==> config.mk <==
export PLATFORM = sky130hd
export DESIGN_NAME = txe_exec
export DESIGN_NICKNAME = d
export VERILOG_FILES = /design/src/rtl/txe_pkg.sv /design/src/rtl/txe_exec.sv
export SDC_FILE = /design/constraint.sdc
export NUM_CORES = 1
export LEC_CHECK = 0
export ABC_AREA = 1
export BUFFER_PORTS_ARGS = -buffer_cell sky130_fd_sc_hd__buf_2
export CORE_UTILIZATION = 59
export CTS_CLUSTER_DIAMETER = 120
export DETAILED_ROUTE_END_ITERATION = 12
export PLACE_DENSITY = 0.8
export SYNTH_ARGS = -nofsm -noshare
export SYNTH_HDL_FRONTEND = slang
export SYNTH_SLANG_ARGS = --single-unit
==> constraint.sdc <==
create_clock -name clk -period 2.25 [get_ports clk]
set_input_delay 0 -clock clk [delete_from_list [all_inputs] [get_ports clk]]
set_output_delay 0 -clock clk [all_outputs]
set_load 0.03 [all_outputs]
==> src/rtl/txe_pkg.sv <==
// Shared constants and types for the table-write, skip and XOR execution block.
package txe_pkg;
  // ****************************************************************
  // Register map
  // ****************************************************************
  localparam int unsigned ADDR_W = 8;
  localparam logic [7:0] OFF_INSTR = 8'h00;
  localparam logic [7:0] OFF_ACC = 8'h04;
  localparam logic [7:0] OFF_BANK = 8'h08;
  localparam logic [7:0] OFF_TPTR = 8'h0C;
  localparam logic [7:0] OFF_TLAT = 8'h10;
  localparam logic [7:0] OFF_STAT = 8'h14;
  localparam logic [7:0] OFF_CFG = 8'h18;
  localparam logic [2:0] HOLD_PAGE = 3'h1;
  localparam logic [7:0] ACC_RST = 8'h00;
  localparam logic [3:0] BANK_RST = 4'h0;
  localparam logic [7:0] TLAT_RST = 8'h00;
  localparam logic [7:0] HOLD_RST = 8'hFF;
  localparam logic EXT_RST = 1'b0;
  // ****************************************************************
  // Opcodes and addressing
  // ****************************************************************
  localparam logic [7:0] OP_XOR_LITERAL_INTO_ACC = 8'h0A;
  localparam logic [5:0] OP_XOR_ACC_WITH_FILE = 6'h06;
  localparam logic [6:0] OP_TEST_SKIP_IF_ZERO = 7'h33;
  localparam logic [13:0] OP_TABLE_WRITE_INSTR = 14'h0003;
  localparam logic [6:0] OP_PTRARITH = 7'h74;
  localparam logic [1:0] PTR_THIRD = 2'h3;
  localparam logic [7:0] ILO_MAX = 8'h5F;
  localparam logic [3:0] ACC_HI_BANK = 4'hF;
  localparam logic [3:0] ACC_LO_BANK = 4'h0;
  localparam logic [1:0] TW_NONE = 2'h0;
  localparam logic [1:0] TW_POST_INC = 2'h1;
  localparam logic [1:0] TW_POST_DEC = 2'h2;
  localparam logic [1:0] TW_PRE_INC = 2'h3;
  localparam int unsigned PTR_W = 21;
  localparam int unsigned HOLD_N = 8;
  localparam logic [20:0] TP_ONE = 21'h000001;
  localparam logic [20:0] TP_RST = 21'h000000;
  // ****************************************************************
  // Q phases, states and decoded instruction
  // ****************************************************************
  localparam logic [1:0] Q1 = 2'h0;
  localparam logic [1:0] Q2 = 2'h1;
  localparam logic [1:0] Q3 = 2'h2;
  localparam logic [1:0] Q4 = 2'h3;
  typedef enum logic [4:0] {
    ST_IDLE = 5'h01,
    ST_EXEC = 5'h02,
    ST_TW2 = 5'h04,
    ST_SKIP1 = 5'h08,
    ST_SKIP2 = 5'h10
  } txe_state_t;
  typedef struct packed {
    logic xor_literal_into_acc;
    logic xor_acc_with_file;
    logic test_skip_if_zero;
    logic table_write_instr;
    logic ptr_arith;
    logic ptr_ret;
    logic dest_file;
    logic use_bank;
    logic [7:0] f;
    logic [1:0] mode;
  } txe_dec_t;
endpackage

==> src/rtl/txe_exec.sv <==
// Execution unit for table write, test-skip-if-zero and the XOR instructions.
//
// The placing of the registers and the APB register port are this design's own decisions.
module txe_exec (
  input wire logic clk,
  input wire logic rst_b,
  input wire logic psel,
  input wire logic penable,
  input wire logic pwrite,
  input wire logic [7:0] paddr,
  input wire logic [31:0] pwdata,
  output logic [31:0] prdata,
  output logic pready,
  output logic pslverr,
  input wire logic [7:0] file_rdata,
  input wire logic [11:0] third_ptr,
  output logic [11:0] file_addr,
  output logic [7:0] file_wdata,
  output logic file_we
);
  // ****************************************************************
  // State
  // ****************************************************************
  txe_pkg::txe_state_t st_q, st_d;
  txe_pkg::txe_dec_t dec;
  logic [1:0] q_q, q_d;
  logic [15:0] instr_q, instr_d;
  logic two_q, two_d, pend_q, pend_d;
  logic [7:0] acc_q, acc_d, opnd_q, opnd_d, res_q, res_d;
  logic [7:0] tlat_q, tlat_d, cap_q, cap_d;
  logic [3:0] bank_q, bank_d;
  logic [20:0] tp_q, tp_d;
  logic n_q, n_d, z_q, z_d, ext_q, ext_d;
  logic skip_q, skip_d, ret_q, ret_d;
  logic [11:0] fa_q, fa_d;
  logic [7:0] fw_q, fw_d;
  logic fwe_q, fwe_d;
  logic [31:0] prd_q, prd_d;
  logic rdy_q, rdy_d, err_q, err_d;
  logic [7:0] hold_q [txe_pkg::HOLD_N];
  logic [7:0] hold_d [txe_pkg::HOLD_N];
  logic acc_ph, done, busy;
  logic [11:0] eff;

  assign prdata = prd_q;
  assign pready = rdy_q;
  assign pslverr = err_q;
  assign file_addr = fa_q;
  assign file_wdata = fw_q;
  assign file_we = fwe_q;

  // ****************************************************************
  // Decode and addressing
  // ****************************************************************
  always_comb begin
    dec = '0;
    dec.xor_literal_into_acc = instr_q[15:8] == txe_pkg::OP_XOR_LITERAL_INTO_ACC;
    dec.xor_acc_with_file = instr_q[15:10] == txe_pkg::OP_XOR_ACC_WITH_FILE;
    dec.test_skip_if_zero = instr_q[15:9] == txe_pkg::OP_TEST_SKIP_IF_ZERO;
    dec.table_write_instr = instr_q[15:2] == txe_pkg::OP_TABLE_WRITE_INSTR;
    // Pointer arithmetic only decodes with the extended set enabled.
    dec.ptr_arith = ext_q && instr_q[15:9] == txe_pkg::OP_PTRARITH;
    dec.ptr_ret = dec.ptr_arith && instr_q[7:6] == txe_pkg::PTR_THIRD;
    dec.dest_file = instr_q[9];
    dec.use_bank = instr_q[8];
    dec.f = instr_q[7:0];
    dec.mode = instr_q[1:0];
    if (dec.use_bank) begin
      eff = {bank_q, dec.f};
    end else if (ext_q && dec.f <= txe_pkg::ILO_MAX) begin
      eff = third_ptr + {4'h0, dec.f};
    end else if (dec.f[7]) begin
      eff = {txe_pkg::ACC_HI_BANK, dec.f};
    end else begin
      eff = {txe_pkg::ACC_LO_BANK, dec.f};
    end
  end

  // ****************************************************************
  // Bus and execution next state
  // ****************************************************************
  always_comb begin
    acc_ph = psel && penable;
    done = acc_ph && rdy_q;
    busy = st_q != txe_pkg::ST_IDLE || pend_q;
    q_d = q_q + 2'h1;
    st_d = st_q;
    instr_d = instr_q;
    two_d = two_q;
    pend_d = pend_q;
    acc_d = acc_q;
    opnd_d = opnd_q;
    res_d = res_q;
    tlat_d = tlat_q;
    cap_d = cap_q;
    bank_d = bank_q;
    tp_d = tp_q;
    n_d = n_q;
    z_d = z_q;
    ext_d = ext_q;
    skip_d = skip_q;
    ret_d = ret_q;
    fa_d = fa_q;
    fw_d = fw_q;
    fwe_d = 1'b0;
    hold_d = hold_q;
    rdy_d = acc_ph && !rdy_q;
    prd_d = 32'h0000_0000;
    err_d = 1'b0;
    if (acc_ph && !rdy_q) begin
      err_d = paddr[1:0] != 2'h0;
      if (paddr[7:5] == txe_pkg::HOLD_PAGE) begin
        prd_d = {24'h00_0000, hold_q[paddr[4:2]]};
        err_d = err_d || pwrite;
      end else begin
        unique case (paddr)
          txe_pkg::OFF_INSTR: prd_d = {15'h0000, two_q, instr_q};
          txe_pkg::OFF_ACC: prd_d = {24'h00_0000, acc_q};
          txe_pkg::OFF_BANK: prd_d = {28'h000_0000, bank_q};
          txe_pkg::OFF_TPTR: prd_d = {11'h000, tp_q};
          txe_pkg::OFF_TLAT: prd_d = {24'h00_0000, tlat_q};
          txe_pkg::OFF_STAT: prd_d = {27'h000_0000, ret_q, skip_q, busy, n_q, z_q};
          txe_pkg::OFF_CFG: prd_d = {31'h0000_0000, ext_q};
          default: err_d = 1'b1;
        endcase
      end
    end
    // Software writes land first so that the sequencer below overrides them.
    if (done && pwrite && !pslverr) begin
      unique case (paddr)
        txe_pkg::OFF_INSTR: begin
          if (!busy) begin
            instr_d = pwdata[15:0];
            two_d = pwdata[16];
            pend_d = 1'b1;
            skip_d = 1'b0;
            ret_d = 1'b0;
          end
        end
        txe_pkg::OFF_ACC: acc_d = pwdata[7:0];
        txe_pkg::OFF_BANK: bank_d = pwdata[3:0];
        txe_pkg::OFF_TPTR: tp_d = pwdata[20:0];
        txe_pkg::OFF_TLAT: tlat_d = pwdata[7:0];
        txe_pkg::OFF_CFG: ext_d = pwdata[0];
        default: ;
      endcase
    end
    unique case (st_q)
      txe_pkg::ST_IDLE: begin
        // Start on a cycle boundary so Q1 lines up with the decode phase.
        if (pend_q && q_q == txe_pkg::Q4) begin
          pend_d = 1'b0;
          st_d = txe_pkg::ST_EXEC;
        end
      end
      txe_pkg::ST_EXEC: begin
        unique case (q_q)
          txe_pkg::Q1: fa_d = eff;
          txe_pkg::Q2: opnd_d = dec.xor_literal_into_acc ? dec.f : file_rdata;
          txe_pkg::Q3: res_d = dec.test_skip_if_zero ? opnd_q : acc_q ^ opnd_q;
          txe_pkg::Q4: begin
            st_d = txe_pkg::ST_IDLE;
            if (dec.xor_literal_into_acc || dec.xor_acc_with_file) begin
              n_d = res_q[7];
              z_d = res_q == 8'h00;
              if (dec.xor_acc_with_file && dec.dest_file) begin
                fw_d = res_q;
                fwe_d = 1'b1;
              end else begin
                acc_d = res_q;
              end
            end else if (dec.test_skip_if_zero && res_q == 8'h00) begin
              skip_d = 1'b1;
              st_d = txe_pkg::ST_SKIP1;
            end else if (dec.table_write_instr) begin
              st_d = txe_pkg::ST_TW2;
              if (dec.mode == txe_pkg::TW_PRE_INC) begin
                tp_d = tp_q + txe_pkg::TP_ONE;
              end
            end else if (dec.ptr_ret) begin
              ret_d = 1'b1;
            end
          end
          default: ;
        endcase
      end
      txe_pkg::ST_TW2: begin
        if (q_q == txe_pkg::Q2) begin
          cap_d = tlat_q;
        end
        if (q_q == txe_pkg::Q4) begin
          hold_d[tp_q[2:0]] = cap_q;
          if (dec.mode == txe_pkg::TW_POST_INC) begin
            tp_d = tp_q + txe_pkg::TP_ONE;
          end else if (dec.mode == txe_pkg::TW_POST_DEC) begin
            tp_d = tp_q - txe_pkg::TP_ONE;
          end
          st_d = txe_pkg::ST_IDLE;
        end
      end
      txe_pkg::ST_SKIP1: begin
        if (q_q == txe_pkg::Q4) begin
          st_d = two_q ? txe_pkg::ST_SKIP2 : txe_pkg::ST_IDLE;
        end
      end
      txe_pkg::ST_SKIP2: begin
        if (q_q == txe_pkg::Q4) begin
          st_d = txe_pkg::ST_IDLE;
        end
      end
    endcase
  end

  // ****************************************************************
  // Registers
  // ****************************************************************
  always_ff @(posedge clk or negedge rst_b) begin
    if (!rst_b) begin
      st_q <= txe_pkg::ST_IDLE;
      q_q <= txe_pkg::Q1;
      instr_q <= 16'h0000;
      two_q <= 1'b0;
      pend_q <= 1'b0;
      acc_q <= txe_pkg::ACC_RST;
      opnd_q <= 8'h00;
      res_q <= 8'h00;
      tlat_q <= txe_pkg::TLAT_RST;
      cap_q <= 8'h00;
      bank_q <= txe_pkg::BANK_RST;
      tp_q <= txe_pkg::TP_RST;
      n_q <= 1'b0;
      z_q <= 1'b0;
      ext_q <= txe_pkg::EXT_RST;
      skip_q <= 1'b0;
      ret_q <= 1'b0;
      fa_q <= 12'h000;
      fw_q <= 8'h00;
      fwe_q <= 1'b0;
      prd_q <= 32'h0000_0000;
      rdy_q <= 1'b0;
      err_q <= 1'b0;
    end else begin
      st_q <= st_d;
      q_q <= q_d;
      instr_q <= instr_d;
      two_q <= two_d;
      pend_q <= pend_d;
      acc_q <= acc_d;
      opnd_q <= opnd_d;
      res_q <= res_d;
      tlat_q <= tlat_d;
      cap_q <= cap_d;
      bank_q <= bank_d;
      tp_q <= tp_d;
      n_q <= n_d;
      z_q <= z_d;
      ext_q <= ext_d;
      skip_q <= skip_d;
      ret_q <= ret_d;
      fa_q <= fa_d;
      fw_q <= fw_d;
      fwe_q <= fwe_d;
      prd_q <= prd_d;
      rdy_q <= rdy_d;
      err_q <= err_d;
    end
  end

  for (genvar i = 0; i < txe_pkg::HOLD_N; i++) begin : g_hold
    always_ff @(posedge clk or negedge rst_b) begin
      if (!rst_b) begin
        hold_q[i] <= txe_pkg::HOLD_RST;
      end else begin
        hold_q[i] <= hold_d[i];
      end
    end
  end

  // ****************************************************************
  // Checks
  // ****************************************************************
  logic ex4;
  assign ex4 = st_q == txe_pkg::ST_EXEC && q_q == txe_pkg::Q4;

  chk_xor_literal_into_acc_acc: assert property (@(posedge clk) disable iff (!rst_b)
    ex4 && dec.xor_literal_into_acc |=> acc_q == ($past(acc_q) ^ $past(instr_q[7:0])))
    else $error("xor literal result wrong");
  chk_xor_acc_with_file_dest: assert property (@(posedge clk) disable iff (!rst_b)
    ex4 && dec.xor_acc_with_file && dec.dest_file |=> fwe_q && acc_q == $past(acc_q))
    else $error("xor file result not written to file");
  chk_xor_flags: assert property (@(posedge clk) disable iff (!rst_b)
    ex4 && (dec.xor_acc_with_file || dec.xor_literal_into_acc) |=> z_q == ($past(res_q) == 8'h00) && n_q == $past(res_q[7]))
    else $error("xor flags wrong");
  chk_skip_nop: assert property (@(posedge clk) disable iff (!rst_b)
    ex4 && dec.test_skip_if_zero && res_q == 8'h00 |=> st_q == txe_pkg::ST_SKIP1 [*4])
    else $error("skip cycle missing");
  chk_skip_flags: assert property (@(posedge clk) disable iff (!rst_b)
    ex4 && dec.test_skip_if_zero |=> $stable(n_q) && $stable(z_q))
    else $error("test skip changed flags");
  chk_skip_two: assert property (@(posedge clk) disable iff (!rst_b)
    st_q == txe_pkg::ST_SKIP1 && q_q == txe_pkg::Q4 && two_q |=> st_q == txe_pkg::ST_SKIP2 [*4]
    ##1 st_q == txe_pkg::ST_IDLE)
    else $error("two-word skip length wrong");
  chk_table_write_instr_hold: assert property (@(posedge clk) disable iff (!rst_b)
    st_q == txe_pkg::ST_TW2 && q_q == txe_pkg::Q4 |=> hold_q[$past(tp_q[2:0])] == $past(cap_q))
    else $error("holding register not written");
  chk_table_write_instr_len: assert property (@(posedge clk) disable iff (!rst_b)
    ex4 && dec.table_write_instr |=> st_q == txe_pkg::ST_TW2 [*4] ##1 st_q == txe_pkg::ST_IDLE)
    else $error("table write length wrong");
  chk_post_inc: assert property (@(posedge clk) disable iff (!rst_b)
    st_q == txe_pkg::ST_TW2 && q_q == txe_pkg::Q4 && dec.mode == txe_pkg::TW_POST_INC
    |=> tp_q == $past(tp_q) + txe_pkg::TP_ONE)
    else $error("post increment wrong");
  chk_ilo_addr: assert property (@(posedge clk) disable iff (!rst_b)
    st_q == txe_pkg::ST_EXEC && q_q == txe_pkg::Q1 && !dec.use_bank && ext_q
    && dec.f <= txe_pkg::ILO_MAX |=> file_addr == $past(third_ptr) + {4'h0, $past(dec.f)})
    else $error("indexed address wrong");
  chk_bank_addr: assert property (@(posedge clk) disable iff (!rst_b)
    st_q == txe_pkg::ST_EXEC && q_q == txe_pkg::Q1 && dec.use_bank
    |=> file_addr == {$past(bank_q), $past(dec.f)})
    else $error("banked address wrong");
endmodule

* After elaboration in Yosys (flattened, before gate mapping)
Cells that the tools add are included.
W data, S select, Z words.
** Cells by class
- Add/subtract/negate cells :: 4
- Reduce and logical (&&, ||, !) cells :: 35
- Bitwise gates (word level) :: 4
- Order comparisons :: 4
- Muxes and demuxes :: 68
- Eq/ne operators :: 29
** Operator list (number)
- $mux W21 :: 11
- $pmux W21 S7 :: 1
- $mux W8 :: 11
- $bwmux W64 :: 1
- $pmux W21 S2 :: 1
- $mux W12 :: 3
- $mux W32 :: 1
- $mux W1 :: 28
- $mux W5 :: 5
- $bmux W8 S3 :: 1
- $demux W8 S3 :: 1
- $eq A8 B4 Y1 const B :: 3
- $eq A8 B5 Y1 const B :: 3
- $add A21 B1 Y21 const B :: 1
- $sub A21 B1 Y21 const B :: 1
- $pmux W5 S4 :: 1
- $logic_not A8 Y1 :: 2
- $reduce_and A2 Y1 :: 8
- $eq A14 B2 Y1 const B :: 1
- $add A12 B8 Y12 :: 1
- $logic_and A1 B1 Y1 :: 12
- $eq A2 B2 Y1 const B :: 5
- $eq A8 B3 Y1 const B :: 1
- $ge A4 B4 Y1 const B :: 2
- 29 further kinds :: 39
** Storage, ports and cells
- Input port bits :: 65
- Register bits after elaboration :: 214
- Word-level logic and storage cells :: 175

* Logic depth before layout (Yosys ltp)
- Depth in word-level cells :: 11
- Mapped depth :: 13
- Depth with buffers taken out :: 13

* Worst setup path before layout
No wires, ideal clock.
- Path type :: reg-to-reg
- Start :: register instr_q[0]
- End :: register fa_q[10], in the netlist file_addr[10]
- Setup time :: 117 ps
- Arrival time :: 1731 ps
- Clock period less this slack :: 1848 ps
- Slack :: 402 ps
- Cell stages (with the launch flop) :: 14
- Path through :: dfrtp_1 > ha_1 > inv_1 > fa_1 > inv_1 > nand3_1 > nand3_1 > nand2_1 > nand2_1 > nand3_1 > nand3_1 > nand2_1 > nand2_1 > nand2_1
** On the way
- Longest elaborated chain between the ends :: 4
- Elaborated cells between the ends (all ways) :: 5
- Classes of those cells :: 1 x add/sub; 1 x order compare; 2 x mux; 1 x reduce/logical
** RTL lines
- from (decl) :: line txe_exec.sv:27 : logic [15:0] instr_q, instr_d;
- from (signal assigned) :: line txe_exec.sv:245 : instr_q <= instr_d;
- parallel branches: the longest is 2 deep, another holds $add A12 B8 Y12
- $mux W12 (*) :: line txe_exec.sv:70 : end else if (ext_q && dec.f <= txe_pkg::ILO_MAX) begin
- $mux W12 (*) :: line txe_exec.sv:68 : if (dec.use_bank) begin
- to (signal assigned) :: line txe_exec.sv:236 : fa_q <= 12'h000;
- to (signal assigned) :: line txe_exec.sv:260 : fa_q <= fa_d;
- to (decl) :: line txe_exec.sv:35 : logic [11:0] fa_q, fa_d;
Mark *: on every way between the ends.
A chain may end at the register's enable or synchronous reset.

* Worst setup path after layout
- Start :: input paddr[0]
- End :: register ext_q
** On the way
- Longest elaborated chain between the ends :: 2
** RTL lines
- from (decl) :: line txe_exec.sv:10 : input wire logic [7:0] paddr,
- $eq A8 B5 Y1 :: line txe_exec.sv:130 : unique case (paddr)
- $reduce_and A2 Y1 (no source line)
- to (signal assigned) :: line txe_exec.sv:233 : ext_q <= txe_pkg::EXT_RST;
- to (signal assigned) :: line txe_exec.sv:257 : ext_q <= ext_d;
- to (decl) :: line txe_exec.sv:33 : logic n_q, n_d, z_q, z_d, ext_q, ext_d;
No other way between the ends.

==> metrics.md <==
| Metric | Value |
|---|---|
| Endpoints failing hold | `0` |
| Adder-cell area share of the yosys netlist | `1.692%` |
| Synth area leader | `dfrtp_1` |
| Hold_sp | `third_ptr[7]` |
| Syn Inst Count | `1550` |
| Antenna diodes | `0` |
| Combinational Power Share | `22.5%` |
| Seq cells post-synth | `203` |
| Port Buf Inserts | `97` |
| RSZ-0062 raised after global routing | `false` |
| Most frequent CP cell | `dlygate4sd3_1` |
| Worst-path clk slew | `70 ps` |
| Critical Path RT | `2690 ps` |
| DP Wirelength | `24110 um` |
| Post-CTS setup buffer count | `0` |
| NetSw | `3.263 mW` |
| Lkg Pwr | `6.518 nW` |
| First-pass GRT wire length | `54630 um` |
| Die area | `20120 sq um` |
| CP max stage delay | `640 ps` |
| # rows | `50` |
| Register area | `5161 sq um` |
| Post-synthesis mux area share | `0%` |
| Synth area leaders | `dfrtp_1 30%, dfstp_2 15%, nand2_1 14%` |
| Setup TNS | `0 ps` |
| Worst endpoint data arrival time | `2510 ps` |
| Final instance area | `13540 sq um` |
| Synth Area in Compound Gates | `14.43%` |
| Core area | `18960 sq um` |
| Final Max Slew Viols | `0` |
| Simple-gate share of the synthesized area | `29.27%` |
| Wire length on met2 | `15980 um` |
| Fin crit share | `91.92%` |
| DRT iter0 DRCs | `990` |
| First-pass iteration count of the detailed router | `6` |
| Cell Chain, Critical Path | `dlygate4sd3_1 -> buf_2 -> nor2_4 -> dlygate4sd3_1 -> nand3_1 -> nor2_1 -> nand2_1 -> dlygate4sd3_1 -> o21ai_0` |
| Fmax | `483.5 MHz` |
| Synth warn | `0` |
| Global placer's final weighted congestion | `1.009` |
| I/O pin cnt | `120` |
| Clk buf depth | `3` |
| Met3 wire len | `2906 um` |
| Worst path slowest cell | `dlygate4sd3_1` |
| Cts bufs inserted | `23` |
| Tightest Hold Check Type | `input pin to flip-flop` |
| Xor/xnor cell area share of the yosys netlist | `1.139%` |
| All-layer global routing usage | `34.80%` |
| Fin cells | `1978` |
| CP Max Fanout | `8` |
| Area of the mapped netlist | `11540 sq um` |
| Layout cells sized above 1 | `17.69%` |
| Post-synth ARST share | `100.0%` |
| Via-to-Cell Ratio | `5.680` |
| Main combinational cell family by area after synthesis | `simple AND/OR/NAND/NOR gates` |
| Syn_area_per_cell | `7.443 sq um` |
| Final wirelength | `34370 um` |
| Multi-input gate area | `5415 sq um` |
| Clk Latency, worst-skew pair | `520 ps` |
| Initial antenna violation count | `0` |
| Via count | `11240` |
| H-tree Lvls | `1` |
| Sequential Power Share | `41.3%` |
| Filler cell count | `1497` |
| Top_reg_cell synth | `dfrtp_1` |
| Synth top cells by count | `423 x nand2_1, 165 x inv_1, 150 x nor2_1` |
| # setup viols final | `0` |
| Register area share after synthesis | `44.73%` |
| Crit path launch | `paddr[0]` |
| Sw Ratio | `32.84%` |
| CTS Sinks | `203` |
| Min Tclk post-route | `2068 ps` |
| Top Layer Used | `met4` |
| Layout area overhead | `17.35%` |
| Post-route antenna net violation count | `0` |
| Cell Area, Placed | `12380 sq um` |
| Initial Utilization | `60.86%` |
| CTS Root Cell | `clkbuf_16` |
| Clk_skew | `21.64 ps` |
| Metal-1 WL | `14340 um` |
| Aggregate global routing overflow | `0` |
| Max VDD drop | `0.6075 mV` |
| Fin util | `71.43%` |
| Top-count cell post-synth | `nand2_1` |
| DRC | `0` |
| Clk pwr share | `36.2%` |
| Yosys cell types | `51` |
| Power per cell area | `733.8 nW/um^2` |
| Top cell type's share of synthesized area | `29.93%` |
| Chip height | `141.8 um` |
| CTS tree | `yes` |
| Nets | `1781` |
| Critical path type | `input pin to flip-flop` |
| Max Cap Viol | `0` |
| Worst rel slew slack | `50.88%` |
| WL per Instance | `17.38 um` |
| Slew @ Worst Pin | `736.8 ps` |
| Run status | `completed` |
| Maximum number of pins on one net before global-route repair | `86` |
| Worst Setup Start Kind | `input pin` |
| Chip width | `141.8 um` |
| P_int | `6.672 mW` |
| Post-synth EDFFs | `0` |
| Inst Count DP | `1893` |
| CP endpoint kind | `flip-flop` |
| RR Startpoint | `pslverr$_DFF_PN0_` |
| Vias in the first global route | `10730` |
[layout by cell type, fill, tap and decap left out, drive strengths merged]
master and n:
nand2 431, o21ai 204, inv 182, nor2 170, dfrtp 138, buf 131, nand3 102, dfstp 65
a21oi 45, dlygate4sd3 43, clkbuf 34, nor3 23, nand4 21, o22ai 20, or2 19, xor2 14
o211ai 14, ha 14, conb 11, o2111ai 9, clkinv 6, a31oi 3, nand3b 3, o31ai 2
a22oi 2, clkinvlp 2, o21a 1, xnor2 1, nor4 1, o311ai 1, o22a 1, o21bai 1
and3 1, a32o 1, a21o 1, fa 1
[cells by family after synthesis]
logic type               count (synthesis)
buffers and inverters                  240
adder cells (fa/ha/maj)                 15
AO/OA/AOI/OAI                          305
other                                    1
AND/OR/NAND/NOR                        771
flip-flops                             203
XOR/XNOR                                15
[routing by layer]
metal  GRT usage, %  vias to the layer above
met5              0                        -
met4          13.70                        0
met3          6.345                       96
met2          56.70                      530
met1          46.19                     5279
li1               -                     5330
[power by group through the flow]
| stage | clock, mW | sequential, mW | combinational [mW] |
|---|---|---|---|
| floorplan | 0 | 4.27 | 1.28 |
| global placement | 0 | 4.14 | 2.08 |
| detailed placement | 0 | 4.15 | 2.11 |
| CTS | 3.61 | 4.10 | 2.18 |
| global route | 3.77 | 4.13 | 2.46 |
| finish | 3.59 | 4.10 | 2.24 |
[per-stage QoR]
step	total power [mW]	hold WS (ps)	setup slack, ps
after CTS	9.883	2.377	244.1
after global placement	6.221	104.1	285.3
final	9.935	6.117	181.7
after floorplan	5.547	-295.6	402.4
after detailed placement	6.257	109.6	269.2
after global routing	10.36	42.94	22.07
[flip-flops by register name (all words and copies together), names as in the netlist, 4 cells and up]
signal,count
acc_q,8
bank_q,4
cap_q,8
file_addr,12
file_wdata,8
hold_q,64
instr_q,16
opnd_q,8
prdata,21
res_q,8
st_q,5
tlat_q,8
tp_q,21
[repair_timing]
action / 4_1_cts / 5_1_grt
hold endpoints to repair: 151 / 0
setup endpoints to repair: 0 / 1
hold buffers: 43 / 0
gates resized for setup: 0 / 1
[area by class of cell]
cell class | instances | share of cell area, %
Sequential cell | 203 | 38.12
Multi-Input combinational cell | 1117 | 40.00
Clock inverter | 9 | 0.4251
Timing Repair Buffer | 175 | 9.140
Inverter | 181 | 5.018
Clock buffer | 33 | 4.898
Tap cell | 260 | 2.403
[final timing paths]
path                                            end  slack [ps]  depth (start not counted)
min in group asynchronous  file_addr[7]$_DFFE_PN0P_          80                          2
min                        file_addr[7]$_DFFE_PN0P_           6                          5
min reg2reg                  hold_q[23]$_DFFE_PN1P_         470                          2
max                               ext_q$_DFFE_PN0P_         180                          9
max in group asynchronous    hold_q[18]$_DFFE_PN1P_        1310                          3
max reg2reg                       ext_q$_DFFE_PN0P_         200                          9
[worst max-delay path, delay by kind of cell]
family,cells,cell delay (ps)
AO/OA/AOI/OAI,1,70
buffers and inverters,4,1870
AND/OR/NAND/NOR,4,560
(Power assumes the default switching activity.)
